==> config.mk <==
export PLATFORM = sky130hd
export DESIGN_NAME = dcg_clock_setup
export DESIGN_NICKNAME = d
export VERILOG_FILES = /design/src/dcg_pkg.sv /design/src/dcg_rate_if.sv /design/src/dcg_rate_gen.sv /design/src/dcg_clock_setup.sv
export SDC_FILE = /design/constraint.sdc
export NUM_CORES = 1
export LEC_CHECK = 0
export ABC_CLOCK_PERIOD_IN_PS = 4400
export BUFFER_PORTS_ARGS = -buffer_cell sky130_fd_sc_hd__buf_2
export CAP_MARGIN = 15
export CORE_MARGIN = 2
export CORE_UTILIZATION = 54
export DETAILED_ROUTE_END_ITERATION = 7
export PLACE_DENSITY = 0.76
export REMOVE_ABC_BUFFERS = 1
export SYNTH_ARGS = -nofsm -noshare
export SYNTH_HDL_FRONTEND = slang
export SYNTH_SLANG_ARGS = --single-unit
==> constraint.sdc <==
create_clock -name REF_CLK_I -period 4.4 [get_ports REF_CLK_I]
set_input_delay 0.66 -clock REF_CLK_I [delete_from_list [all_inputs] [get_ports REF_CLK_I]]
set_output_delay 0.66 -clock REF_CLK_I [all_outputs]
set_load 0.01 [all_outputs]
==> src/dcg_pkg.sv <==
// constants for the dll and clock doubler setup block
package dcg_pkg;
   localparam logic [7:0] ADDR_RX_DBL_CTRL = 8'h39;
   localparam logic [7:0] ADDR_RX_DBL_OFFSET = 8'h3B;
   localparam logic [7:0] ADDR_RX_DBL_TAP = 8'h3C;
   localparam logic [7:0] ADDR_DLL_ENABLE = 8'h60;
   localparam logic [7:0] ADDR_RX_CLK_DRIVE = 8'h63;
   localparam logic [7:0] ADDR_DUTY_BYPASS = 8'h66;
   localparam logic [7:0] ADDR_DLL_SRC_DIV = 8'h71;
   localparam logic [7:0] ADDR_DLL_MULT_LOCK = 8'h72;
   localparam logic [7:0] ADDR_DLL_RESET = 8'h75;
   localparam logic [7:0] ADDR_BUS_RATE = 8'h30;

   localparam logic [7:0] RST_RX_DBL_CTRL = 8'h00;
   localparam logic [7:0] RST_RX_DBL_OFFSET = 8'h5D;
   localparam logic [7:0] RST_RX_DBL_TAP = 8'h00;
   localparam logic [7:0] RST_DLL_ENABLE = 8'h00;
   localparam logic [7:0] RST_RX_CLK_DRIVE = 8'h00;
   localparam logic [7:0] RST_DUTY_BYPASS = 8'h00;
   localparam logic [7:0] RST_DLL_SRC_DIV = 8'h00;
   localparam logic [5:0] RST_DLL_MULT = 6'h00;
   localparam logic [7:0] RST_DLL_RESET = 8'h00;
   localparam logic [1:0] RST_BUS_RATE = 2'h0;

   localparam int BIT_DLL_ENABLE = 7;
   localparam int BIT_TX_SRC_DLL = 6;
   localparam int BIT_TX_DBL_SEL = 5;
   localparam int BIT_DLL_REF_EN = 4;
   localparam int DIV_MSB = 3;
   localparam int MULT_MSB = 5;
   localparam int BIT_DLL_LOCK = 7;
   localparam int BIT_DLL_RESET = 3;
   localparam int BIT_RX_DBL_RESET = 7;
   localparam int BIT_RX_CLK_DBL = 1;
   localparam int DRIVE_LSB = 2;
   localparam int DRIVE_MSB = 3;
   localparam int BIT_DUTY_BYPASS = 2;
   localparam int OFFSET_LSB = 3;
   localparam int OFFSET_MSB = 4;
   localparam int BIT_RX_DDR = 0;
   localparam int BIT_TX_DDR = 1;

   localparam int RATE_W = 11;
   localparam logic [10:0] RATE_PRESCALE = 11'h040;

   localparam int CLK_PERIOD_NS = 10;
   localparam int DLL_LOCK_NS = 1000;
   localparam int DLL_LOCK_CYCLES = (DLL_LOCK_NS + CLK_PERIOD_NS - 1) / CLK_PERIOD_NS;
   localparam logic [7:0] DLL_LOCK_COUNT = 8'(DLL_LOCK_CYCLES);
endpackage

==> src/dcg_rate_if.sv <==
// rate request and tick between the top and a rate generator
`timescale 1ns/100ps
`default_nettype none
interface dcg_rate_if;
   logic [10:0] num;
   logic [10:0] den;
   logic en;
   logic tick;
   modport gen (input num, input den, input en, output tick);
   modport user (output num, output den, output en, input tick);
endinterface
`default_nettype wire

==> src/dcg_rate_gen.sv <==
// fractional rate generator giving num/den enable ticks per clock
`timescale 1ns/100ps
`default_nettype none
module dcg_rate_gen
   import dcg_pkg::*;
(
   input wire logic REF_CLK_I, // 100 MHz clock
   input wire logic RSTN_I, // synchronous reset, active low
   dcg_rate_if.gen rate // rate request and tick
);
   logic [RATE_W:0] acc_reg;
   logic [RATE_W:0] acc_next;
   logic tick_reg;
   logic tick_next;
   logic [RATE_W:0] sum;

   // at most one tick per cycle; ratios above one saturate
   always_comb begin
      sum = acc_reg + {1'b0, rate.num};
      acc_next = acc_reg;
      tick_next = 1'b0;
      if (!rate.en || rate.den == '0) begin
         acc_next = '0;
      end else if (sum >= {1'b0, rate.den}) begin
         acc_next = sum - {1'b0, rate.den};
         if (acc_next >= {1'b0, rate.den}) begin
            acc_next = '0;
         end
         tick_next = 1'b1;
      end else begin
         acc_next = sum;
      end
   end

   always_ff @(posedge REF_CLK_I) begin
      if (!RSTN_I) begin
         acc_reg <= '0;
         tick_reg <= 1'b0;
      end else begin
         acc_reg <= acc_next;
         tick_reg <= tick_next;
      end
   end

   assign rate.tick = tick_reg;
endmodule
`default_nettype wire

==> src/dcg_clock_setup.sv <==
// dll and clock doubler configuration registers with lock tracking
`timescale 1ns/100ps
`default_nettype none
// Functional notes
// - dll multiplies then divides for transmit clock
// - multiplier field M gives M plus one
// - 0x80 to 0x60 enables the dll
// - 0x53 to 0x71 selects dll, reference, divide three
// - both data buses start single data rate
// - lock shown in bit 7 of 0x72
// - receive doubler doubles main clock when enabled
// - transmit doubler doubles clock, selectable for output
// - 0x02 to 0x39 selects doubler for receive output
// - bit 7 of 0x39 holds doubler in reset
// - 0x08 to 0x63 sets drive level two
module dcg_clock_setup
   import dcg_pkg::*;
(
   input wire logic REF_CLK_I, // main clock, 100 MHz
   input wire logic RSTN_I, // synchronous reset, active low
   input wire logic REG_WR_I, // register write strobe
   input wire logic REG_RD_I, // register read strobe
   input wire logic [7:0] REG_ADDR_I, // register address
   input wire logic [7:0] REG_WDATA_I, // register write data
   output logic [7:0] REG_RDATA_O, // register read data
   output logic REG_RVALID_O, // read data valid pulse
   output logic DLL_ENABLE_O, // dll block enabled
   output logic DLL_REF_EN_O, // dll reference enabled
   output logic DLL_RESET_O, // dll held in reset
   output logic DLL_LOCKED_O, // dll lock status
   output logic [6:0] DLL_MULT_O, // effective multiplication
   output logic [3:0] DLL_DIV_O, // divisor
   output logic TX_SRC_DLL_O, // transmit converter clock from dll
   output logic TX_DBL_SEL_O, // transmit doubler in transmit clock output
   output logic RX_DBL_EN_O, // receive doubler in sample clock path
   output logic RX_DBL_RESET_O, // receive doubler held in reset
   output logic [1:0] RX_DBL_OFFSET_O, // doubler offset
   output logic [7:0] RX_DBL_TAP_O, // doubler tap delay
   output logic [1:0] RX_CLK_DRIVE_O, // receive clock output drive level
   output logic DUTY_BYPASS_O, // duty cycle stabilizer bypassed
   output logic RX_BUS_DDR_O, // receive bus double data rate
   output logic TX_BUS_DDR_O, // transmit bus double data rate
   output logic TX_CONV_TICK_O, // transmit converter clock enable
   output logic TX_CLK_OUT_TICK_O, // transmit clock output enable
   output logic RX_SAMPLE_TICK_O // receive sample clock enable
);
   logic [7:0] rx_dbl_ctrl_reg, rx_dbl_ctrl_next;
   logic [7:0] rx_dbl_offset_reg, rx_dbl_offset_next;
   logic [7:0] rx_dbl_tap_reg, rx_dbl_tap_next;
   logic [7:0] dll_enable_reg, dll_enable_next;
   logic [7:0] rx_clk_drive_reg, rx_clk_drive_next;
   logic [7:0] duty_bypass_reg, duty_bypass_next;
   logic [7:0] dll_src_div_reg, dll_src_div_next;
   logic [5:0] dll_mult_reg, dll_mult_next;
   logic [7:0] dll_reset_reg, dll_reset_next;
   logic [1:0] bus_rate_reg, bus_rate_next;
   logic [7:0] rdata_reg, rdata_next;
   logic rvalid_reg, rvalid_next;

   logic [7:0] lock_cnt_reg, lock_cnt_next;
   logic locked_reg, locked_next;
   logic [6:0] mult_out_reg, mult_out_next;
   logic [3:0] div_eff;
   logic dll_run;
   logic dll_cfg_wr;

   dcg_rate_if conv_if ();
   dcg_rate_if txo_if ();
   dcg_rate_if rxs_if ();

   // register writes; unmapped addresses are ignored
   always_comb begin
      rx_dbl_ctrl_next = rx_dbl_ctrl_reg;
      rx_dbl_offset_next = rx_dbl_offset_reg;
      rx_dbl_tap_next = rx_dbl_tap_reg;
      dll_enable_next = dll_enable_reg;
      rx_clk_drive_next = rx_clk_drive_reg;
      duty_bypass_next = duty_bypass_reg;
      dll_src_div_next = dll_src_div_reg;
      dll_mult_next = dll_mult_reg;
      dll_reset_next = dll_reset_reg;
      bus_rate_next = bus_rate_reg;
      if (REG_WR_I) begin
         if (REG_ADDR_I == ADDR_RX_DBL_CTRL) begin
            rx_dbl_ctrl_next = REG_WDATA_I;
         end else if (REG_ADDR_I == ADDR_RX_DBL_OFFSET) begin
            rx_dbl_offset_next = REG_WDATA_I;
         end else if (REG_ADDR_I == ADDR_RX_DBL_TAP) begin
            rx_dbl_tap_next = REG_WDATA_I;
         end else if (REG_ADDR_I == ADDR_DLL_ENABLE) begin
            dll_enable_next = REG_WDATA_I;
         end else if (REG_ADDR_I == ADDR_RX_CLK_DRIVE) begin
            rx_clk_drive_next = REG_WDATA_I;
         end else if (REG_ADDR_I == ADDR_DUTY_BYPASS) begin
            duty_bypass_next = REG_WDATA_I;
         end else if (REG_ADDR_I == ADDR_DLL_SRC_DIV) begin
            dll_src_div_next = REG_WDATA_I;
         end else if (REG_ADDR_I == ADDR_DLL_MULT_LOCK) begin
            dll_mult_next = REG_WDATA_I[MULT_MSB:0];
         end else if (REG_ADDR_I == ADDR_DLL_RESET) begin
            dll_reset_next = REG_WDATA_I;
         end else if (REG_ADDR_I == ADDR_BUS_RATE) begin
            bus_rate_next = REG_WDATA_I[1:0];
         end
      end
   end

   // reads answer one cycle later; unmapped reads return zero
   always_comb begin
      rvalid_next = REG_RD_I;
      rdata_next = rdata_reg;
      if (REG_RD_I) begin
         if (REG_ADDR_I == ADDR_RX_DBL_CTRL) begin
            rdata_next = rx_dbl_ctrl_reg;
         end else if (REG_ADDR_I == ADDR_RX_DBL_OFFSET) begin
            rdata_next = rx_dbl_offset_reg;
         end else if (REG_ADDR_I == ADDR_RX_DBL_TAP) begin
            rdata_next = rx_dbl_tap_reg;
         end else if (REG_ADDR_I == ADDR_DLL_ENABLE) begin
            rdata_next = dll_enable_reg;
         end else if (REG_ADDR_I == ADDR_RX_CLK_DRIVE) begin
            rdata_next = rx_clk_drive_reg;
         end else if (REG_ADDR_I == ADDR_DUTY_BYPASS) begin
            rdata_next = duty_bypass_reg;
         end else if (REG_ADDR_I == ADDR_DLL_SRC_DIV) begin
            rdata_next = dll_src_div_reg;
         end else if (REG_ADDR_I == ADDR_DLL_MULT_LOCK) begin
            rdata_next = {locked_reg, 1'b0, dll_mult_reg};
         end else if (REG_ADDR_I == ADDR_DLL_RESET) begin
            rdata_next = dll_reset_reg;
         end else if (REG_ADDR_I == ADDR_BUS_RATE) begin
            rdata_next = {6'h00, bus_rate_reg};
         end else begin
            rdata_next = 8'h00;
         end
      end
   end

   always_ff @(posedge REF_CLK_I) begin
      if (!RSTN_I) begin
         rx_dbl_ctrl_reg <= RST_RX_DBL_CTRL;
         rx_dbl_offset_reg <= RST_RX_DBL_OFFSET;
         rx_dbl_tap_reg <= RST_RX_DBL_TAP;
         dll_enable_reg <= RST_DLL_ENABLE;
         rx_clk_drive_reg <= RST_RX_CLK_DRIVE;
         duty_bypass_reg <= RST_DUTY_BYPASS;
         dll_src_div_reg <= RST_DLL_SRC_DIV;
         dll_mult_reg <= RST_DLL_MULT;
         dll_reset_reg <= RST_DLL_RESET;
         bus_rate_reg <= RST_BUS_RATE;
         rdata_reg <= 8'h00;
         rvalid_reg <= 1'b0;
      end else begin
         rx_dbl_ctrl_reg <= rx_dbl_ctrl_next;
         rx_dbl_offset_reg <= rx_dbl_offset_next;
         rx_dbl_tap_reg <= rx_dbl_tap_next;
         dll_enable_reg <= dll_enable_next;
         rx_clk_drive_reg <= rx_clk_drive_next;
         duty_bypass_reg <= duty_bypass_next;
         dll_src_div_reg <= dll_src_div_next;
         dll_mult_reg <= dll_mult_next;
         dll_reset_reg <= dll_reset_next;
         bus_rate_reg <= bus_rate_next;
         rdata_reg <= rdata_next;
         rvalid_reg <= rvalid_next;
      end
   end

   // lock tracking: a change of ratio means the loop must settle again
   assign dll_run = dll_enable_reg[BIT_DLL_ENABLE] && dll_src_div_reg[BIT_DLL_REF_EN] &&
                    !dll_reset_reg[BIT_DLL_RESET];
   assign dll_cfg_wr = REG_WR_I && (REG_ADDR_I == ADDR_DLL_SRC_DIV || REG_ADDR_I == ADDR_DLL_MULT_LOCK);
   assign div_eff = (dll_src_div_reg[DIV_MSB:0] == 4'h0) ? 4'h1 : dll_src_div_reg[DIV_MSB:0];

   always_comb begin
      lock_cnt_next = lock_cnt_reg;
      locked_next = locked_reg;
      mult_out_next = {1'b0, dll_mult_reg} + 7'h01;
      if (!dll_run || dll_cfg_wr) begin
         lock_cnt_next = 8'h00;
         locked_next = 1'b0;
      end else if (lock_cnt_reg < DLL_LOCK_COUNT) begin
         lock_cnt_next = lock_cnt_reg + 8'h01;
      end else begin
         locked_next = 1'b1;
      end
   end

   always_ff @(posedge REF_CLK_I) begin
      if (!RSTN_I) begin
         lock_cnt_reg <= 8'h00;
         locked_reg <= 1'b0;
         mult_out_reg <= 7'h01;
      end else begin
         lock_cnt_reg <= lock_cnt_next;
         locked_reg <= locked_next;
         mult_out_reg <= mult_out_next;
      end
   end

   // rates are scaled down by the prescale so the ticks fit one per cycle
   always_comb begin
      if (dll_src_div_reg[BIT_TX_SRC_DLL]) begin
         conv_if.num = {4'h0, mult_out_reg};
         conv_if.den = 11'(div_eff * RATE_PRESCALE);
         conv_if.en = locked_reg;
      end else begin
         conv_if.num = 11'h001;
         conv_if.den = RATE_PRESCALE;
         conv_if.en = 1'b1;
      end
      txo_if.num = dll_src_div_reg[BIT_TX_DBL_SEL] ? {conv_if.num[9:0], 1'b0} : conv_if.num;
      txo_if.den = conv_if.den;
      txo_if.en = conv_if.en;
      rxs_if.num = rx_dbl_ctrl_reg[BIT_RX_CLK_DBL] ? 11'h002 : 11'h001;
      rxs_if.den = RATE_PRESCALE;
      rxs_if.en = !rx_dbl_ctrl_reg[BIT_RX_DBL_RESET];
   end

   dcg_rate_gen u_conv (
      .REF_CLK_I(REF_CLK_I),
      .RSTN_I(RSTN_I),
      .rate(conv_if.gen)
   );

   dcg_rate_gen u_txo (
      .REF_CLK_I(REF_CLK_I),
      .RSTN_I(RSTN_I),
      .rate(txo_if.gen)
   );

   dcg_rate_gen u_rxs (
      .REF_CLK_I(REF_CLK_I),
      .RSTN_I(RSTN_I),
      .rate(rxs_if.gen)
   );

   assign REG_RDATA_O = rdata_reg;
   assign REG_RVALID_O = rvalid_reg;
   assign DLL_ENABLE_O = dll_enable_reg[BIT_DLL_ENABLE];
   assign DLL_REF_EN_O = dll_src_div_reg[BIT_DLL_REF_EN];
   assign DLL_RESET_O = dll_reset_reg[BIT_DLL_RESET];
   assign DLL_LOCKED_O = locked_reg;
   assign DLL_MULT_O = mult_out_reg;
   assign DLL_DIV_O = dll_src_div_reg[DIV_MSB:0];
   assign TX_SRC_DLL_O = dll_src_div_reg[BIT_TX_SRC_DLL];
   assign TX_DBL_SEL_O = dll_src_div_reg[BIT_TX_DBL_SEL];
   assign RX_DBL_EN_O = rx_dbl_ctrl_reg[BIT_RX_CLK_DBL];
   assign RX_DBL_RESET_O = rx_dbl_ctrl_reg[BIT_RX_DBL_RESET];
   assign RX_DBL_OFFSET_O = rx_dbl_offset_reg[OFFSET_MSB:OFFSET_LSB];
   assign RX_DBL_TAP_O = rx_dbl_tap_reg;
   assign RX_CLK_DRIVE_O = rx_clk_drive_reg[DRIVE_MSB:DRIVE_LSB];
   assign DUTY_BYPASS_O = duty_bypass_reg[BIT_DUTY_BYPASS];
   assign RX_BUS_DDR_O = bus_rate_reg[BIT_RX_DDR];
   assign TX_BUS_DDR_O = bus_rate_reg[BIT_TX_DDR];
   assign TX_CONV_TICK_O = conv_if.tick;
   assign TX_CLK_OUT_TICK_O = txo_if.tick;
   assign RX_SAMPLE_TICK_O = rxs_if.tick;
endmodule
`default_nettype wire

=== Word-level counts from Yosys, hierarchy flattened ===
Index checks and enable logic that the tools add are counted.

* Memories: 0
* Bits in latches: 0
* Memory bits (read-only): 0
* Output and inout port bits: 46
* Logic and storage cells: 105
* Register bits: 136
* Bits in writable memories: 0
* Input bits: 20

* Divide/modulo/power cells: 0
* Eq/ne operators: 10
* Shifts and indexed selects: 0
* Magnitude comparators: 7
* $add $sub $neg: 8
* Multipliers: 0
* Bitwise gates (word level): 10
* Reduce and logical (&&, ||, !) cells: 24
* Multiplexer cells: 25

{| class="wikitable"
|+ Operator list
! kind !! number
|-
| $mux 12 || 6
|-
| $mux 8 || 9
|-
| $eq 8x7->1 const B || 6
|-
| $ge 12x10->1 || 4
|-
| $eq 8x6->1 const B || 4
|-
| $ge 12x7->1 const B || 2
|-
| $sub 12x10->12 || 2
|-
| $add 12x11->12 || 1
|-
| $add 12x2->12 || 1
|-
| $add 12x7->12 || 1
|-
| $sub 12x7->12 const B || 1
|-
| $logic_not 11->1 || 1
|-
| $mux 11 || 1
|-
| $reduce_and 11->1 || 1
|-
| $mux 10 || 1
|-
| $not 1->1 || 10
|-
| $reduce_and 10->1 || 1
|-
| $reduce_and 9->1 || 1
|-
| $add 8x1->8 const B || 1
|-
| $lt 8x7->1 const B || 1
|-
| $reduce_and 8->1 || 1
|-
| $add 6x1->7 const B || 1
|-
| $mux 7 || 1
|-
| $reduce_and 7->1 || 1
|-
| 13 further kinds || 25
|}

=== Logic depth before layout (Yosys ltp) ===
* Word-level depth: 11
* Gate-level depth with buffers: 22
* Depth with buffers taken out: 22

=== Modules after synthesis ===
From an unflattened synthesis, not the netlist that was laid out.

* Cell total of the unflattened synthesis: 1,246
* Area total of the unflattened synthesis: 10,247.3 um^2

{| class="wikitable"
|+ By module, submodules not included
! module !! cells each !! instances !! area an instance (um^2) !! sequential area each (um^2)
|-
| dcg_clock_setup || 608 || 1 || 4,888.4 || 1,941.9
|-
| dcg_rate_gen at u_conv || 239 || 1 || 1,935.6 || 260.2
|-
| dcg_rate_gen at u_rxs || 210 || 1 || 1,791.7 || 260.2
|-
| dcg_rate_gen at u_txo || 189 || 1 || 1,631.6 || 260.2
|}

=== Least setup slack after synthesis ===
No wires, ideal clock.

* Path kind: register to register
* Start: reg dll_src_div_reg[6]
* End: reg u_txo.acc_reg[2]
* Cell stages (with the launch flop): 21
* Setup slack: 0.066 ns
* Library setup time: 0.148 ns
* Data required time: 4.252 ns
* Path buffers: 1
* Arrival: 4.185 ns
* Period minus slack after synthesis: 4.334 ns
* Cell sequence: dfxtp_1 clkbuf_1 nand2_1 o21ai_0 inv_1 fa_1 nand2b_1 a211o_1 nor2b_1 xor2_1 ha_1 inv_1 fa_1 xnor2_1 inv_1 ha_1 nand3_1 o41ai_1 inv_1 a31oi_2 nor3_1

* Cells in the longest elaborated chain, start to end: 7
* Elaborated cells between the ends (all ways): 14
* Classes of those cells: add/sub: 2; order compare: 2; mux: 6; reduce/logical: 4

{| class="wikitable"
|+ Ends and longest elaborated chain
! element !! line !! source
|-
| from (decl) || dcg_clock_setup.sv:53 || <nowiki>logic [7:0] dll_src_div_reg, dll_src_div_next;</nowiki>
|-
| from (signal assigned) || dcg_clock_setup.sv:160 || <nowiki>dll_src_div_reg <= dll_src_div_next;</nowiki>
|-
| $mux 7 || dcg_clock_setup.sv:203 || <nowiki>if (dll_src_div_reg[BIT_TX_SRC_DLL]) begin</nowiki>
|-
| $mux 11 || dcg_clock_setup.sv:212 || <nowiki>txo_if.num = dll_src_div_reg[BIT_TX_DBL_SEL] ? {conv_if.num[9:0], 1'b0} : conv_if.num;</nowiki>
|-
| $add 12x11->12 || dcg_rate_gen.sv:19 || <nowiki>sum = acc_reg + {1'b0, rate.num};</nowiki>
|-
| $sub 12x10->12 || dcg_rate_gen.sv:25 || <nowiki>acc_next = sum - {1'b0, rate.den};</nowiki>
|-
| $ge 12x10->1 || dcg_rate_gen.sv:26 || <nowiki>if (acc_next >= {1'b0, rate.den}) begin</nowiki>
|-
| $mux 12 || dcg_rate_gen.sv:26 ||
|-
| $mux 12 || dcg_rate_gen.sv:24 || <nowiki>end else if (sum >= {1'b0, rate.den}) begin</nowiki>
|-
| to (signal assigned) || dcg_rate_gen.sv:40 || <nowiki>acc_reg <= acc_next;</nowiki>
|-
| to (decl) || dcg_rate_gen.sv:11 || <nowiki>logic [RATE_W:0] acc_reg;</nowiki>
|}

Parallel ways exist; a longest one is shown, timed or not.
A chain may end at the register's enable or synchronous reset.

=== Worst setup path after layout ===
* Start: reg dll_src_div_reg[6]
* End: reg u_txo.acc_reg[0]

Same word-level chain as after synthesis.

==> PnR_summary.wiki <==
{| class="wikitable"
! Metric !! Value
|-
| Outcome || complete, no violations
|-
| Via Count || 6,354
|-
| Synth Flop Type || dfxtp_1
|-
| Initial antenna violation count || 0
|-
| Number of remaining DRC errors || 0
|-
| Post-detailed-routing wire length || 18,600 um
|-
| Flip-flop and latch count after synthesis || 136
|-
| Total overflow reported by the global router || 0
|-
| CTS tree || built
|-
| Share of layout cells above drive strength 1 || 0.200
|-
| Setup repair after global routing missed its margin || true
|-
| Pre-Repair DR Iteration Count || 5
|-
| Rows || 43
|-
| Number of antenna repair diodes || 0
|-
| Maximum fanout encountered on the critical timing path || 8
|-
| Finished layout cell area || 8910 sq um
|-
| Total Die Area || 15,000 sq um
|-
| Final nets || 992
|-
| Area inside the core boundary || 13,800 sq um
|-
| Final cell count without fillers || 1,121
|-
| Vias in the first global route || 5,898
|-
| CTS Buf Count || 17
|-
| Initial core utilization || 0.549
|-
| Maximum clock skew at final layout || 0.00562 ns
|-
| Reg2reg end || u_txo.acc_reg[0]$_SDFF_PP0_
|-
| Hold Crit Class || reg2reg
|-
| Clock period minus worst slack || 4.22 ns
|-
| Share of the core filled with cells || 0.647
|-
| CP Class || reg2reg
|-
| Leakage Power || 3.48 nW
|-
| Global-route wire length before repair || 29,400 um
|-
| Final period utilization || 0.960
|-
| Critical path startpoint category || flop
|-
| Worst Slack Setup Final || 0.176 ns
|-
| Count of unique library cells instantiated by Yosys || 77
|-
| Total routing resource utilization after global routing || 0.250
|-
| Power per standard cell area || 353 nW/um^2
|-
| Via count normalized by instance count || 5.67
|-
| Maximum number of pins on one net before global-route repair || 59
|-
| Worst Reg2Reg Path Length in Cells || 19
|-
| Clock slew at the register clock pins of the worst setup and hold paths || 0.06 ns
|-
| Insertion delay to the later sink of the worst-skew pair || 0.42 ns
|-
| Worst R2R Start || dll_src_div_reg[6]$_SDFFE_PN0P_
|-
| Maximum level of the CTS H-tree || 4
|-
| Avg Cell Area, Syn || 8.74 sq um
|-
| Count of final hold-check violations || 0
|-
| Post-place instance area || 8020 sq um
|-
| Number of enable flip-flop cells after synthesis || 0
|-
| Type of element capturing the critical path || flop
|-
| CTS hold repair buffers || 0
|-
| Hold worst-path end || lock_cnt_reg[7]$_SDFFE_PP0N_
|-
| Post-Synthesis Cells || 865
|-
| Timing-limited maximum frequency || 0.237 GHz
|-
| Setup tns final || 0 ns
|-
| Placer Congestion || 0.858
|-
| Area added between synthesis and finish || 17.8%
|-
| Chip height || 122 um
|-
| Synth warnings || 0
|-
| Starting DRT DRC Count || 462
|-
| Per-cell routed wire length || 16.6 um
|-
| Pre-CTS setup slack || 0.00440 ns
|-
| Sequential cell area fraction in the yosys report || 0.360
|-
| Number of port buffers || 65
|-
| Worst hold-check slack || 0.430 ns
|-
| Least-Margin Pin Slew || 0.840 ns
|-
| Flop2flop setup slack || 0.18 ns
|-
| Post-synthesis instance area || 7560 sq um
|-
| CTS root buffer || clkbuf_16
|-
| Ys async rst share || 0
|-
| HPWL after detailed placement || 12,800 um
|-
| WP data arrival || 4.53 ns
|-
| Horiz. Die Dim || 122 um
|-
| Total of max-cap violations || 0
|-
| I/O pin count || 66
|-
| Placed Instances || 1,080
|-
| Maximum clock path buffer count || 2
|-
| Total setup violations reported at the end of the flow || 0
|-
| Final Slew Violations || 0
|-
| Worst relative slew slack || 0.436
|-
| Clock Sink Count || 136
|-
| Hold path startpoint || lock_cnt_reg[7]$_SDFFE_PP0N_
|-
| Total power after layout || 3.15 mW
|-
| Final antenna-violating net count || 0
|-
| Max rail drop VDD || 0.337 mV
|-
| Required time reported for the critical path endpoint || 4.70 ns
|-
| Hold Crit Depth || 2
|}
==> placed cells by master (no fill, tap or decap), types with 17 or more instances in the layout <==
| master | instances |
|---|---|
| dfxtp_1 | 133 |
| nand3_1 | 49 |
| clkbuf_16 | 17 |
| nor2_1 | 43 |
| a21boi_0 | 40 |
| buf_4 | 22 |
| ha_1 | 31 |
| inv_1 | 30 |
| mux2i_1 | 43 |
| a21oi_1 | 17 |
| buf_2 | 65 |
| nor2b_1 | 53 |
| xnor2_1 | 25 |
| nand2_1 | 98 |
==> per-layer routing <==
metal / vias to the layer above / part of all wire / GRT usage
li1: 3154 / - / -
met1: 2994 / 0.46 / 0.330
met2: 174 / 0.48 / 0.408
met3: 32 / 0.044 / 0.0520
met4: 0 / 0.018 / 0.0876
met5: - / 0 / 0
==> cell usage after synthesis (7+ instances only) <==
cell      count  area (sq um)
xor2_1       16           140
nor2_1       45           169
inv_1        34           128
nand3_1      51           255
nand2_1      99           372
and2_1       14          87.6
a21boi_0     40           300
nand2b_1     16           100
buf_4         9          67.6
buf_2         7          35.0
nor2b_1      55           344
xnor2_1      28           245
a31oi_1       7          43.8
nor3_1       11          55.1
nand4_1      10          62.6
clkbuf_1     34           128
mux2_2        7          78.8
dfxtp_1     136          2720
a21oi_1      21           105
ha_1         39           488
mux2i_1      43           430
or3_1         8          50.1
a22oi_1      15           113
o21ai_0      22           110
==> worst max path at each step <==
| stage | startpoint | slack, ns | cells after the start | end |
|---|---|---|---|---|
| after floorplan | dll_src_div_reg[6]$_SDFFE_PN0P_ | 0.16 | 19 | u_txo.acc_reg[2]$_SDFF_PP0_ |
| after global placement | dll_src_div_reg[5]$_SDFFE_PN0P_ | 0.09 | 18 | u_txo.acc_reg[0]$_SDFF_PP0_ |
| after detailed placement | dll_src_div_reg[6]$_SDFFE_PN0P_ | 0.004 | 21 | u_txo.acc_reg[6]$_SDFF_PP0_ |
| after CTS | dll_src_div_reg[5]$_SDFFE_PN0P_ | 0.02 | 18 | u_txo.acc_reg[4]$_SDFF_PP0_ |
| after global routing | dll_src_div_reg[6]$_SDFFE_PN0P_ | -0.11 | 21 | u_conv.acc_reg[4]$_SDFF_PP0_ |
| final | dll_src_div_reg[6]$_SDFFE_PN0P_ | 0.18 | 19 | u_txo.acc_reg[0]$_SDFF_PP0_ |
==> kinds of logic after synthesis <==
logic type	share of synthesized area
compound gates	0.157
xor+xnor	0.0510
fa+ha+maj	0.0778
buf+inv	0.0483
flops	0.360
mux	0.0673
other cells	0.000496
simple gates	0.238
==> what timing repair did <==
item,4_1_cts,5_1_grt
pin swaps,0,16
hold endpoints to repair,0,0
setup buffers,0,9
resized for setup,1,53
endpoints found under the setup margin,8,20
==> final cells by class <==
cell class	instances	area, sq um
clock buffers	19	453
clock inverters	13	144
fillers	1178	4860
inverters	35	131
multi-input cells	650	4730
flip-flops and latches	136	2730
well taps	180	225
repair buffers	88	502
==> critical path, stage by stage, from the launching register on <==
cell and delay (ns):
dfxtp_2 0.36, and2_1 0.19, mux2_2 0.28, ha_2 0.31
o21a_1 0.21, a21oi_2 0.18, o21ai_1 0.13, xnor2_1 0.24
inv_1 0.12, ha_1 0.32, nor2b_2 0.19, inv_1 0.05
o21ai_1 0.15, xor2_1 0.11, ha_1 0.33, nand3_2 0.08
o41ai_2 0.36, inv_2 0.11, a31oi_4 0.30, nor2_1 0.09
==> where the power goes <==
| part | total, mW | internal, mW | switching [mW] | leakage [nW] |
|---|---|---|---|---|
| registers | 1.27 | 1.26 | 0.0145 | 1.10 |
| logic | 0.449 | 0.192 | 0.257 | 2.09 |
| clock network | 1.43 | 0.868 | 0.558 | 0.282 |
| total | 3.15 | 2.32 | 0.829 | 3.48 |
Power figures use the tool's default switching activity.
